$ cat config.mk
export PLATFORM = sky130hd
export DESIGN_NAME = motor_pwm_timer_protect
export DESIGN_NICKNAME = d
export VERILOG_FILES = /design/src/core/pwm_pkg.sv /design/src/core/sync3.sv /design/src/core/dead_time_pair.sv /design/src/core/motor_pwm_timer_protect.sv
export VERILOG_INCLUDE_DIRS = /design/src /design/src/core
export SDC_FILE = /design/constraint.sdc
export NUM_CORES = 1
export LEC_CHECK = 0
export BUFFER_PORTS_ARGS = -buffer_cell sky130_fd_sc_hd__buf_4
export CAP_MARGIN = 20
export CORE_MARGIN = 2
export CORE_UTILIZATION = 35
export CTS_BUF_LIST = sky130_fd_sc_hd__clkbuf_2 sky130_fd_sc_hd__clkbuf_4 sky130_fd_sc_hd__clkbuf_8
export CTS_CLUSTER_SIZE = 12
export DETAILED_ROUTE_END_ITERATION = 16
export HOLD_SLACK_MARGIN = 0.15
export SETUP_SLACK_MARGIN = 0.3
export SLEW_MARGIN = 15
export SYNTH_ARGS = -nofsm -noshare
export SYNTH_HDL_FRONTEND = slang
export SYNTH_SLANG_ARGS = --single-unit
$ cat constraint.sdc
create_clock -name pclk -period 3.9 [get_ports pclk]
set_input_delay 1.17 -clock pclk [delete_from_list [all_inputs] [get_ports pclk]]
set_output_delay 1.17 -clock pclk [all_outputs]
set_load 0.05 [all_outputs]
$ cat src/core/pwm_params.svh
// Purpose: offsets, field positions and reset values of the pwm timer
// Assumes: byte addresses on an 8-bit apb address, one word each
// Notes: field macros expand to bit ranges or bit numbers
`ifndef PWM_PARAMS_SVH
`define PWM_PARAMS_SVH
// register word indices (byte address is four times these)
`define IX_CTRL 4'h0
`define IX_PSC 4'h1
`define IX_ARR 4'h2
`define IX_REP 4'h3
`define IX_CMP0 4'h4
`define IX_CMP1 4'h5
`define IX_CMP2 4'h6
`define IX_CMP3 4'h7
`define IX_PROT 4'h8
`define IX_OUT 4'h9
`define IX_STAT 4'hA
`define IX_IEN 4'hB
`define IX_CNT 4'hC
`define IX_DCFG 4'hD
`define IX_DDATA 4'hE
`define IX_LAST 4'hE
// control fields
`define C_EN 0
`define C_CENTER 1
`define C_OVF 2
`define C_UNF 3
`define C_PRELOAD 4
`define C_SAFE 5
`define C_DMA 6
`define C_CUP 7
`define C_CDN 8
// protection fields
`define P_DT 7:0
`define P_LOCK 9:8
`define P_FEN 10
`define P_FPOL 11
`define P_AUTO 12
`define P_GATE 13
`define P_CSS 14
// output config, status, dma config fields
`define O_IDLE 5:0
`define O_POL 8:6
`define S_UPD 0
`define S_BRK 5
`define S_TRG 6
`define D_BASE 3:0
`define D_LEN 7:4
// reset values
`define CTRL_RST 9'h190
`define ARR_RST 16'hFFFF
`define LOCK_OFF 2'h0
`define LOCK_ALL 2'h3
`endif

$ cat src/core/pwm_pkg.sv
// Purpose: types shared by the pwm timer modules
// Assumes: nothing beyond the params header
// Notes: state of each module lives in one packed struct
package pwm_pkg;
  typedef enum logic {DIR_UP = 1'b0, DIR_DOWN = 1'b1} dir_type;
  typedef struct packed {
    logic psel;
    logic penable;
    logic pwrite;
    logic [7:0] paddr;
    logic [31:0] pwdata;
  } apb_req_type;
  typedef struct packed {
    logic [31:0] prdata;
    logic pready;
    logic pslverr;
  } apb_rsp_type;
  typedef struct packed {
    logic [2:0] s1;
    logic [2:0] s2;
    logic [2:0] s3;
    logic [2:0] val;
  } sync_state_type;
  typedef struct packed {
    logic ref_q;
    logic [9:0] cnt;
    logic hi;
    logic lo;
  } dead_state_type;
  typedef struct packed {
    logic [8:0] ctrl;
    logic [15:0] psc_pre;
    logic [15:0] psc_act;
    logic [15:0] psc_cnt;
    logic [15:0] arr_pre;
    logic [15:0] arr_act;
    logic [7:0] rep;
    logic [7:0] rep_cnt;
    logic [3:0][15:0] cmp_pre;
    logic [3:0][15:0] cmp_act;
    logic [15:0] cnt;
    dir_type dir;
    logic [7:0] dt;
    logic [1:0] lock;
    logic lock_done;
    logic fen;
    logic fpol;
    logic auto;
    logic gate;
    logic cssen;
    logic [5:0] idle;
    logic [2:0] pol;
    logic [6:0] status;
    logic [6:0] irq_en;
    logic [3:0] dbase;
    logic [3:0] dlen;
    logic [3:0] dptr;
    logic trg_q;
    logic dma_q;
    logic [31:0] prdata;
  } state_type;
  // dead time code to clock cycles, finer steps at the low end
  function automatic logic [9:0] dead_cycles(input logic [7:0] g);
    logic [9:0] r;
    r = 10'h000;
    if (!g[7])
      r = {3'h0, g[6:0]};
    else if (!g[6])
      r = {2'h0, 1'b1, g[5:0], 1'b0};
    else if (!g[5])
      r = {1'b0, 1'b1, g[4:0], 3'h0};
    else
      r = {1'b1, g[4:0], 4'h0};
    return r;
  endfunction
endpackage

$ cat src/core/sync3.sv
// Purpose: three-stage synchroniser with agreement filter
// Assumes: inputs are levels from outside the pclk domain
// Notes: a change is taken once stages two and three agree
`timescale 1ns/100ps
module sync3 (
  input wire logic pclk,
  input wire logic presetn,
  input wire logic [2:0] async_in,
  output logic [2:0] sync_out
);
  pwm_pkg::sync_state_type s_q;
  pwm_pkg::sync_state_type s_d;

  // first stage feeds only the second stage
  always_comb begin
    s_d = s_q;
    s_d.s1 = async_in;
    s_d.s2 = s_q.s1;
    s_d.s3 = s_q.s2;
    s_d.val = (s_q.s2 & s_q.s3) | (s_q.val & (s_q.s2 | s_q.s3));
  end

  always_ff @(posedge pclk or negedge presetn) begin
    if (!presetn)
      s_q <= '0;
    else
      s_q <= s_d;
  end

  assign sync_out = s_q.val;
endmodule

$ cat src/core/dead_time_pair.sv
// Purpose: complementary pair with dead time on every edge
// Assumes: dead count stable across a switching gap
// Notes: both sides low during the gap, even with zero dead time
`timescale 1ns/100ps
module dead_time_pair (
  input wire logic pclk,
  input wire logic presetn,
  input wire logic ref_in,
  input wire logic [9:0] dead,
  output logic high_out,
  output logic low_out
);
  pwm_pkg::dead_state_type s_q;
  pwm_pkg::dead_state_type s_d;

  // an edge drops both sides, turn-on waits for the count
  always_comb begin
    s_d = s_q;
    if (ref_in != s_q.ref_q) begin
      s_d.ref_q = ref_in;
      s_d.hi = 1'b0;
      s_d.lo = 1'b0;
      s_d.cnt = dead;
    end else if (s_q.cnt != 10'h000) begin
      s_d.cnt = s_q.cnt - 10'h001;
    end else begin
      s_d.hi = s_q.ref_q;
      s_d.lo = ~s_q.ref_q;
    end
  end

  always_ff @(posedge pclk or negedge presetn) begin
    if (!presetn)
      s_q <= '0;
    else
      s_q <= s_d;
  end

  assign high_out = s_q.hi;
  assign low_out = s_q.lo;
endmodule

$ cat src/core/motor_pwm_timer_protect.sv
// Purpose: motor pwm timer with dead time, break and lock
// Assumes: apb master as published, zero wait states here
// Notes: emergency shutdown path to pwm_out is combinational
// Summary of operation
// - update event copies all preloads together
// - preload off makes compare writes immediate
// - new period at update keeps duty settings
// - 8-bit repetition counter divides update rate
// - center mode updates on overflow, underflow, both
// - both selected gives double update per period
// - edge or center aligned counting selectable
// - status flags for compare, trigger, break
// - burst data port writes consecutive registers
// - 8-bit non-linear dead time code
// - fault input forces outputs idle combinationally
// - break from fault pin or clock monitor
// - break clears gate, sets flag, may interrupt
// - break drives each output to idle level
// - without auto, gate stays low until written
// - with auto, gate returns at next update
// - protected settings read-only once locked
// - lock field is write-once until reset
// - four lock levels protect growing sets
// - normal debug mode keeps running when halted
// - safe mode freezes counter and shuts outputs
//
// The implementer's own choices: the address map and register access over APB.
`timescale 1ns/100ps
`include "pwm_params.svh"
module motor_pwm_timer_protect (
  input wire logic pclk,
  input wire logic presetn,
  input pwm_pkg::apb_req_type apb_req,
  output pwm_pkg::apb_rsp_type apb_rsp,
  input wire logic fault_shutdown_input,
  input wire logic clock_security_fault,
  input wire logic debug_halt,
  input wire logic external_trigger_input,
  output logic [5:0] pwm_out,
  output logic irq,
  output logic dma_req
);
  pwm_pkg::state_type s_q;
  pwm_pkg::state_type s_d;
  logic [3:0] idx;
  logic bad;
  logic wr;
  logic step;
  logic ovf;
  logic unf;
  logic per_evt;
  logic upd;
  logic tick;
  logic [6:0] hw_set;
  logic raw_break;
  logic [2:0] sync_val;
  logic brk_s;
  logic halt_s;
  logic trg_s;
  logic frozen;
  logic force_idle;
  logic [2:0] ref_w;
  logic [2:0] hi_w;
  logic [2:0] lo_w;
  logic [5:0] pair_out;
  logic [9:0] dead_w;

  // software write of one register, lock level masks protected fields
  function automatic pwm_pkg::state_type reg_write(
    input pwm_pkg::state_type s,
    input logic [3:0] ix,
    input logic [31:0] wd
  );
    pwm_pkg::state_type r;
    r = s;
    case (ix)
      `IX_CTRL: begin
        r.ctrl = wd[8:0];
        if (s.lock == `LOCK_ALL) begin
          r.ctrl[`C_CENTER] = s.ctrl[`C_CENTER];
          r.ctrl[`C_OVF] = s.ctrl[`C_OVF];
          r.ctrl[`C_UNF] = s.ctrl[`C_UNF];
        end
      end
      `IX_PSC: r.psc_pre = wd[15:0];
      `IX_ARR: r.arr_pre = wd[15:0];
      `IX_REP: r.rep = wd[7:0];
      `IX_CMP0, `IX_CMP1, `IX_CMP2, `IX_CMP3: begin
        r.cmp_pre[ix[1:0]] = wd[15:0];
        if (!s.ctrl[`C_PRELOAD])
          r.cmp_act[ix[1:0]] = wd[15:0];
      end
      `IX_PROT: begin
        r.gate = wd[`P_GATE];
        if (s.lock == `LOCK_OFF) begin
          r.dt = wd[`P_DT];
          r.fen = wd[`P_FEN];
          r.fpol = wd[`P_FPOL];
          r.auto = wd[`P_AUTO];
          r.cssen = wd[`P_CSS];
        end
        if (!s.lock_done) begin
          r.lock = wd[`P_LOCK];
          r.lock_done = 1'b1;
        end
      end
      `IX_OUT: begin
        if (s.lock == `LOCK_OFF)
          r.idle = wd[`O_IDLE];
        if (s.lock < 2'h2)
          r.pol = wd[`O_POL];
      end
      `IX_STAT: r.status = s.status & ~wd[6:0];
      `IX_IEN: r.irq_en = wd[6:0];
      `IX_DCFG: begin
        r.dbase = wd[`D_BASE];
        r.dlen = wd[`D_LEN];
        r.dptr = 4'h0;
      end
      default: ;
    endcase
    return r;
  endfunction

  // apb decode, zero wait states, unmapped words answer with an error
  assign idx = apb_req.paddr[5:2];
  assign bad = (apb_req.paddr[1:0] != 2'h0) |
    (apb_req.paddr[7:6] != 2'h0) | (idx > `IX_LAST);
  assign apb_rsp.pready = 1'b1;
  assign apb_rsp.pslverr = apb_req.psel & apb_req.penable & bad;
  assign apb_rsp.prdata = s_q.prdata;
  assign wr = apb_req.psel & apb_req.penable & apb_req.pwrite & ~bad;

  // pin levels: fault with polarity and enable, or clock monitor
  assign raw_break = (s_q.fen & ~(fault_shutdown_input ^ s_q.fpol)) |
    (s_q.cssen & clock_security_fault);

  sync3 u_sync (
    .pclk(pclk),
    .presetn(presetn),
    .async_in({external_trigger_input, debug_halt, raw_break}),
    .sync_out(sync_val)
  );
  assign brk_s = sync_val[0];
  assign halt_s = sync_val[1];
  assign trg_s = sync_val[2];

  // safe mode stops the count while the core is halted
  assign frozen = s_q.ctrl[`C_SAFE] & halt_s;
  assign tick = s_q.ctrl[`C_EN] & ~frozen;

  // next state of the whole block
  always_comb begin
    s_d = s_q;
    step = 1'b0;
    ovf = 1'b0;
    unf = 1'b0;
    per_evt = 1'b0;
    upd = 1'b0;
    hw_set = 7'h00;
    // bus write first so that hardware events win afterwards
    if (wr) begin
      if (idx == `IX_DDATA) begin
        s_d = reg_write(s_d, s_q.dbase + s_q.dptr,
          apb_req.pwdata);
        if (s_q.dptr == s_q.dlen)
          s_d.dptr = 4'h0;
        else
          s_d.dptr = s_q.dptr + 4'h1;
      end else begin
        s_d = reg_write(s_d, idx, apb_req.pwdata);
      end
    end
    // read data is captured in the setup phase
    if (apb_req.psel & ~apb_req.penable) begin
      case (idx)
        `IX_CTRL: s_d.prdata = {23'h0, s_q.ctrl};
        `IX_PSC: s_d.prdata = {16'h0, s_q.psc_pre};
        `IX_ARR: s_d.prdata = {16'h0, s_q.arr_pre};
        `IX_REP: s_d.prdata = {24'h0, s_q.rep};
        `IX_CMP0, `IX_CMP1, `IX_CMP2, `IX_CMP3:
          s_d.prdata = {16'h0, s_q.cmp_pre[idx[1:0]]};
        `IX_PROT: s_d.prdata = {17'h0, s_q.cssen, s_q.gate,
          s_q.auto, s_q.fpol, s_q.fen, s_q.lock, s_q.dt};
        `IX_OUT: s_d.prdata = {23'h0, s_q.pol, s_q.idle};
        `IX_STAT: s_d.prdata = {25'h0, s_q.status};
        `IX_IEN: s_d.prdata = {25'h0, s_q.irq_en};
        `IX_CNT: s_d.prdata = {16'h0, s_q.cnt};
        `IX_DCFG: s_d.prdata = {24'h0, s_q.dlen, s_q.dbase};
        default: s_d.prdata = 32'h0000_0000;
      endcase
    end
    // prescaler, one counter step per prescaled period
    if (tick) begin
      if (s_q.psc_cnt >= s_q.psc_act) begin
        s_d.psc_cnt = 16'h0000;
        step = 1'b1;
      end else begin
        s_d.psc_cnt = s_q.psc_cnt + 16'h0001;
      end
    end
    // counter, edge aligned wraps, center aligned turns round
    if (step) begin
      if (!s_q.ctrl[`C_CENTER]) begin
        s_d.dir = pwm_pkg::DIR_UP;
        if (s_q.cnt >= s_q.arr_act) begin
          s_d.cnt = 16'h0000;
          ovf = 1'b1;
        end else begin
          s_d.cnt = s_q.cnt + 16'h0001;
        end
      end else if (s_q.dir == pwm_pkg::DIR_UP) begin
        if (s_q.cnt >= s_q.arr_act) begin
          s_d.dir = pwm_pkg::DIR_DOWN;
          s_d.cnt = (s_q.cnt == 16'h0000) ? 16'h0000 :
            s_q.cnt - 16'h0001;
          ovf = 1'b1;
        end else begin
          s_d.cnt = s_q.cnt + 16'h0001;
        end
      end else begin
        if (s_q.cnt == 16'h0000) begin
          s_d.dir = pwm_pkg::DIR_UP;
          s_d.cnt = (s_q.arr_act == 16'h0000) ? 16'h0000 : 16'h0001;
          unf = 1'b1;
        end else begin
          s_d.cnt = s_q.cnt - 16'h0001;
        end
      end
    end
    // period end selection; no bit set falls back to overflow
    if (s_q.ctrl[`C_CENTER])
      per_evt = (ovf & (s_q.ctrl[`C_OVF] | ~s_q.ctrl[`C_UNF])) |
        (unf & s_q.ctrl[`C_UNF]);
    else
      per_evt = ovf;
    // repetition counter, update only when it has run down
    if (per_evt) begin
      if (s_q.rep_cnt == 8'h00) begin
        upd = 1'b1;
        s_d.rep_cnt = s_q.rep;
      end else begin
        s_d.rep_cnt = s_q.rep_cnt - 8'h01;
      end
    end
    // update event moves every preload in the same edge
    if (upd) begin
      s_d.cmp_act = s_d.cmp_pre;
      s_d.arr_act = s_d.arr_pre;
      s_d.psc_act = s_d.psc_pre;
      hw_set[`S_UPD] = 1'b1;
    end
    // compare flags, direction chosen per count direction
    for (int i = 0; i < 4; i++) begin
      if (step && s_q.cnt == s_q.cmp_act[i] &&
          ((s_q.dir == pwm_pkg::DIR_UP && s_q.ctrl[`C_CUP]) ||
           (s_q.dir == pwm_pkg::DIR_DOWN && s_q.ctrl[`C_CDN])))
        hw_set[i + 1] = 1'b1;
    end
    // trigger rising edge sets its flag
    s_d.trg_q = trg_s;
    if (trg_s & ~s_q.trg_q)
      hw_set[`S_TRG] = 1'b1;
    // auto re-enable at update, break always wins over it
    if (upd & s_q.auto)
      s_d.gate = 1'b1;
    if (brk_s) begin
      s_d.gate = 1'b0;
      hw_set[`S_BRK] = 1'b1;
    end
    // set wins over a clear in the same cycle
    s_d.status = s_d.status | hw_set;
    s_d.dma_q = upd & s_q.ctrl[`C_DMA];
  end

  always_ff @(posedge pclk or negedge presetn) begin
    if (!presetn) begin
      s_q <= '0;
      s_q.ctrl <= `CTRL_RST;
      s_q.arr_pre <= `ARR_RST;
      s_q.arr_act <= `ARR_RST;
    end else begin
      s_q <= s_d;
    end
  end

  // pwm reference and dead time per complementary pair
  assign dead_w = pwm_pkg::dead_cycles(s_q.dt);
  for (genvar g = 0; g < 3; g++) begin : gen_pair
    assign ref_w[g] = s_q.cnt < s_q.cmp_act[g];
    dead_time_pair u_dead (
      .pclk(pclk),
      .presetn(presetn),
      .ref_in(ref_w[g]),
      .dead(dead_w),
      .high_out(hi_w[g]),
      .low_out(lo_w[g])
    );
    assign pair_out[2 * g] = hi_w[g] ^ s_q.pol[g];
    assign pair_out[2 * g + 1] = lo_w[g] ^ s_q.pol[g];
  end

  // raw pin term keeps the shutdown alive without a clock
  assign force_idle = ~s_q.gate | raw_break | frozen;
  assign pwm_out = force_idle ? s_q.idle : pair_out;
  assign irq = |(s_q.status & s_q.irq_en);
  assign dma_req = s_q.dma_q;
endmodule

==> results by group <==
Setup path
  – CP Cell Sequence: buf_4 -> xnor2_1 -> a22o_2 -> or2_4 -> o21ai_1 -> buf_6
  – Cells on worst reg2reg path: 8
  – Worst setup EP type: primary output
  – Worst reg2reg startpoint: s_q[88]
  – Slowest library cell on the worst path: or2_4
  – Setup crit start kind: input port
  – Slowest stage delay, CP: 0.31 ns
  – Worst reg2reg endpoint: s_q[122]
  – Worst endpoint data arrival time: between 2 and 2.5 ns
  – CP bufs+invs: 2
  – R2r setup slk: 0.57 ns
  – Delay-heaviest family, CP: compound AO/OA/AOI/OAI gates
  – CP max FO: 12
  – WS Path Type: in -> out
  – CP Data Required Time: 2.73 ns

STA
  – Fin. max-slew vios: 0
  – Final Critical Period: roughly 3.5 ns
  – RSZ-0062 raised after global routing: no
  – TNS Setup: 0 ns
  – FMAX: 0.284 GHz
  – Final Hold Vio Count: 0
  – Rel. slew slack: 36.5%
  – Setup violators final: 0
  – Final Cycle Share: 90.1%
  – Setup Skew: 0.0222 ns
  – Fin Hold WS: 0.348 ns
  – Worst-margin pin slew: 0.953 ns
  – Final worst setup slack: 0.384 ns

Final layout
  – Layout cells sized above 1: between 20% and 30%
  – Fill count: roughly 5700
  – Layout Cells excl Fill: 2985
  – Post-Layout Inst Area: 23700 um^2
  – Nets: 2306
  – Util after Layout: 40.3%
  – Area grow syn2layout: 13.9%

Floorplanning
  – I/O Pins: 91
  – Row count: 89
  – DIE WIDTH: around 250 um
  – Core area: 58900 um^2
  – DIE HEIGHT: 248 um
  – Initial Util: 35.3%
  – Die area: 61400 um^2

Yosys
  – Sequential-to-total area share from yosys stat: 44.7%
  – Ys flop type: dfrtp_1
  – Unique cell type count in the Yosys netlist: 79
  – Synth area leader: dfrtp_1
  – Ys Warns: 0
  – Synth top area cells: dfrtp_1 40%, mux2_2 8.1%, ha_1 5.8%
  – Synth async-reset ratio: 100%
  – Avg Cell Area, Syn: 9.95 um^2
  – Synth top area share: 40.3%
  – Yosys reg bits: 370
  – Cell Area, Synth: 20800 um^2
  – Number of synthesized flops with an enable pin: 0
  – Gate Count Post-Synth: 2092

Pwr
  – Internal power: 7.73 mW
  – LEAKAGE: 10.6 nW
  – Pwr dens: 485 nW/um^2
  – Power share of the combinational group: 25.8%
  – Switching Share: 32.7%
  – Clk pwr share: around a third
  – Worst IR Drop VDD: 0.420 mV
  – Register share of total power: between 30 and 40%
  – Total power: 11.5 mW
  – Switch Pwr: 3.76 mW

Drt
  – ANT nets after route: 0
  – DR pass1 iterations: 5
  – Iter 0 DRT Violations: 1475
  – # DRC: 0
  – DR vias/cell: 5.50
  – Routed WL per cell: 21.7 um
  – Vias: 16400
  – Post-Route WL: 64600 um

GRT
  – All-Layer GR Usage: between 20% and 30%
  – Initial antenna violation count: 2
  – Largest net degree at the start of global routing: 93
  – Global-route wire length before repair: between 90000 and 100000 um
  – Grt ovf: 0
  – Vias in the first global route: roughly 16000

Outcome
  – Status: completed

Placement
  – Placed cell areas: 22200 um^2
  – Routability cong.: 0.935
  – # port buffers: 57
  – Post-DP HPWL: about 48000 um
  – Worst slack, placed: 0.172 ns
  – Placed cells: 2863

Clock network
  – CTS Buffer Depth: 3
  – Max H-tree Level: 3
  – CTS tree: done
  – Clock tree root buffer cell: clkbuf_8
  – Clk_lat worst skew: about 0.64 ns
  – CTS buffer count: 67
  – CTS sink cnt: 370
  – Clock-pin slew on the worst setup and hold paths: 0.06 ns

Hold path
  – Hold path cells: 0
  – HP Class: reg -> reg
  – Hold Crit Start: u_sync.s_d[7]
  – Hold endpoint: u_sync.s_d[4]

Run
  – MaxCap Viol Count: 0
[registers in the layout, summed over array words and instances, names as in the netlist, 3 cells and up]
| name | cells |
|---|---|
| apb_rsp | 16 |
| gen_pair.u_dead.s_q | 33 |
| u_sync.s_q | 3 |
| u_sync.s_d | 6 |
| s_q | 302 |
| gen_pair.u_dead.high_out | 3 |
| u_sync.sync_out | 3 |
| gen_pair.u_dead.low_out | 3 |
[cells in the final DEF, fill, tap and decap left out, types with 16 or more instances in the layout]
| master | instances |
|---|---|
| mux2_2 | 149 |
| a22oi_1 | 35 |
| conb_1 | 17 |
| o21ai_0 | 155 |
| nor2_1 | 90 |
| nand4_1 | 20 |
| buf_4 | 125 |
| a21o_1 | 20 |
| xnor2_1 | 30 |
| inv_1 | 129 |
| a21oi_1 | 100 |
| ha_1 | 97 |
| mux2i_1 | 32 |
| clkbuf_4 | 21 |
| o211ai_1 | 52 |
| nand3_1 | 89 |
| a211oi_1 | 17 |
| a22o_1 | 17 |
| nand2_1 | 197 |
| nand3b_1 | 27 |
| nor3_1 | 49 |
| xor2_1 | 28 |
| mux4_2 | 16 |
| clkbuf_8 | 84 |
| nor2b_1 | 16 |
| dfrtp_1 | 335 |
| dfstp_2 | 35 |
[cells by family (layout without fill, tap and decap cells)]
logic type               Yosys count  count (layout)  share of synthesized area, %
other                              2              18                        0.0361
XOR/XNOR                          58              58                          2.44
AND/OR/NAND/NOR                  592             592                          14.1
buffers and inverters            284             388                          6.27
adder cells (fa/ha/maj)          101             101                          6.07
AO/OA/AOI/OAI                    488             488                          15.0
multiplexers                     197             197                          11.3
flip-flops                       370             370                          44.7
[per-layer routing]
layer	part of all wire, %	vias to the layer above	track usage (%)
met5	0.025	-	0
met4	3.7	2	9.21
met3	6.3	126	3.54
met2	47	524	34.3
met1	43	8153	28.7
li1	-	7605	-
[timing repair]
action,CTS,global route
buffers inserted,0,0
gates resized for setup,3,2
pin swaps,1,0
endpoints found under the setup margin,6,5
hold buffers,0,0
[how the worst max path moves through the flow]
stage,depth (start not counted),from,to,slack [ns]
final,6,fault_shutdown_input,pwm_out[5],0.38
after global routing,6,fault_shutdown_input,pwm_out[5],0.32
after CTS,6,fault_shutdown_input,pwm_out[5],0.32
after detailed placement,6,fault_shutdown_input,pwm_out[4],0.17
after global placement,6,fault_shutdown_input,pwm_out[4],0.17
after floorplan,5,fault_shutdown_input,pwm_out[1],0.23
[power groups by stage]
| stage | registers (mW) | logic [mW] | clock network, mW |
|---|---|---|---|
| finish | 4.47 | 2.97 | 4.05 |
| global placement | 4.51 | 2.84 | 0 |
| floorplan | 4.44 | 2.11 | 0 |
| CTS | 4.47 | 2.97 | 4.16 |
| global route | 4.51 | 3.33 | 4.32 |
| detailed placement | 4.53 | 2.94 | 0 |
[cell type report]
type	instances	area (um^2)	share of cell area, %
multi-input cells	1453	10300	43.4
flip-flops and latches	370	9300	39.2
clock buffers	105	1310	5.54
repair buffers	138	1180	4.96
well taps	773	967	4.08
inverters	129	484	2.04
clock inverters	16	169	0.712
diodes	1	2.50	0.0106
[synthesized netlist by cell type, types with 10 or more instances]
| cell | n |
|---|---|
| nand3b_1 | 27 |
| nor3_1 | 51 |
| o31ai_1 | 10 |
| buf_4 | 43 |
| nor2_1 | 90 |
| nor3b_1 | 15 |
| a22o_1 | 18 |
| xnor2_1 | 30 |
| inv_1 | 129 |
| ha_1 | 97 |
| o21ai_0 | 162 |
| a211oi_1 | 17 |
| nor2b_1 | 17 |
| nand2_1 | 197 |
| a31oi_1 | 10 |
| buf_2 | 25 |
| or3_1 | 10 |
| nor4_1 | 12 |
| mux4_2 | 16 |
| or4_1 | 10 |
| and3_1 | 11 |
| dfstp_2 | 35 |
| dfrtp_1 | 335 |
| clkbuf_1 | 72 |
| nand2b_1 | 11 |
| o211ai_1 | 52 |
| mux2_2 | 149 |
| a22oi_1 | 35 |
| mux2i_1 | 32 |
| nand4_1 | 20 |
| a21o_1 | 20 |
| a21oi_1 | 100 |
| nand3_1 | 89 |
| xor2_1 | 28 |
Note: power is estimated with default switching activity, not from simulation.
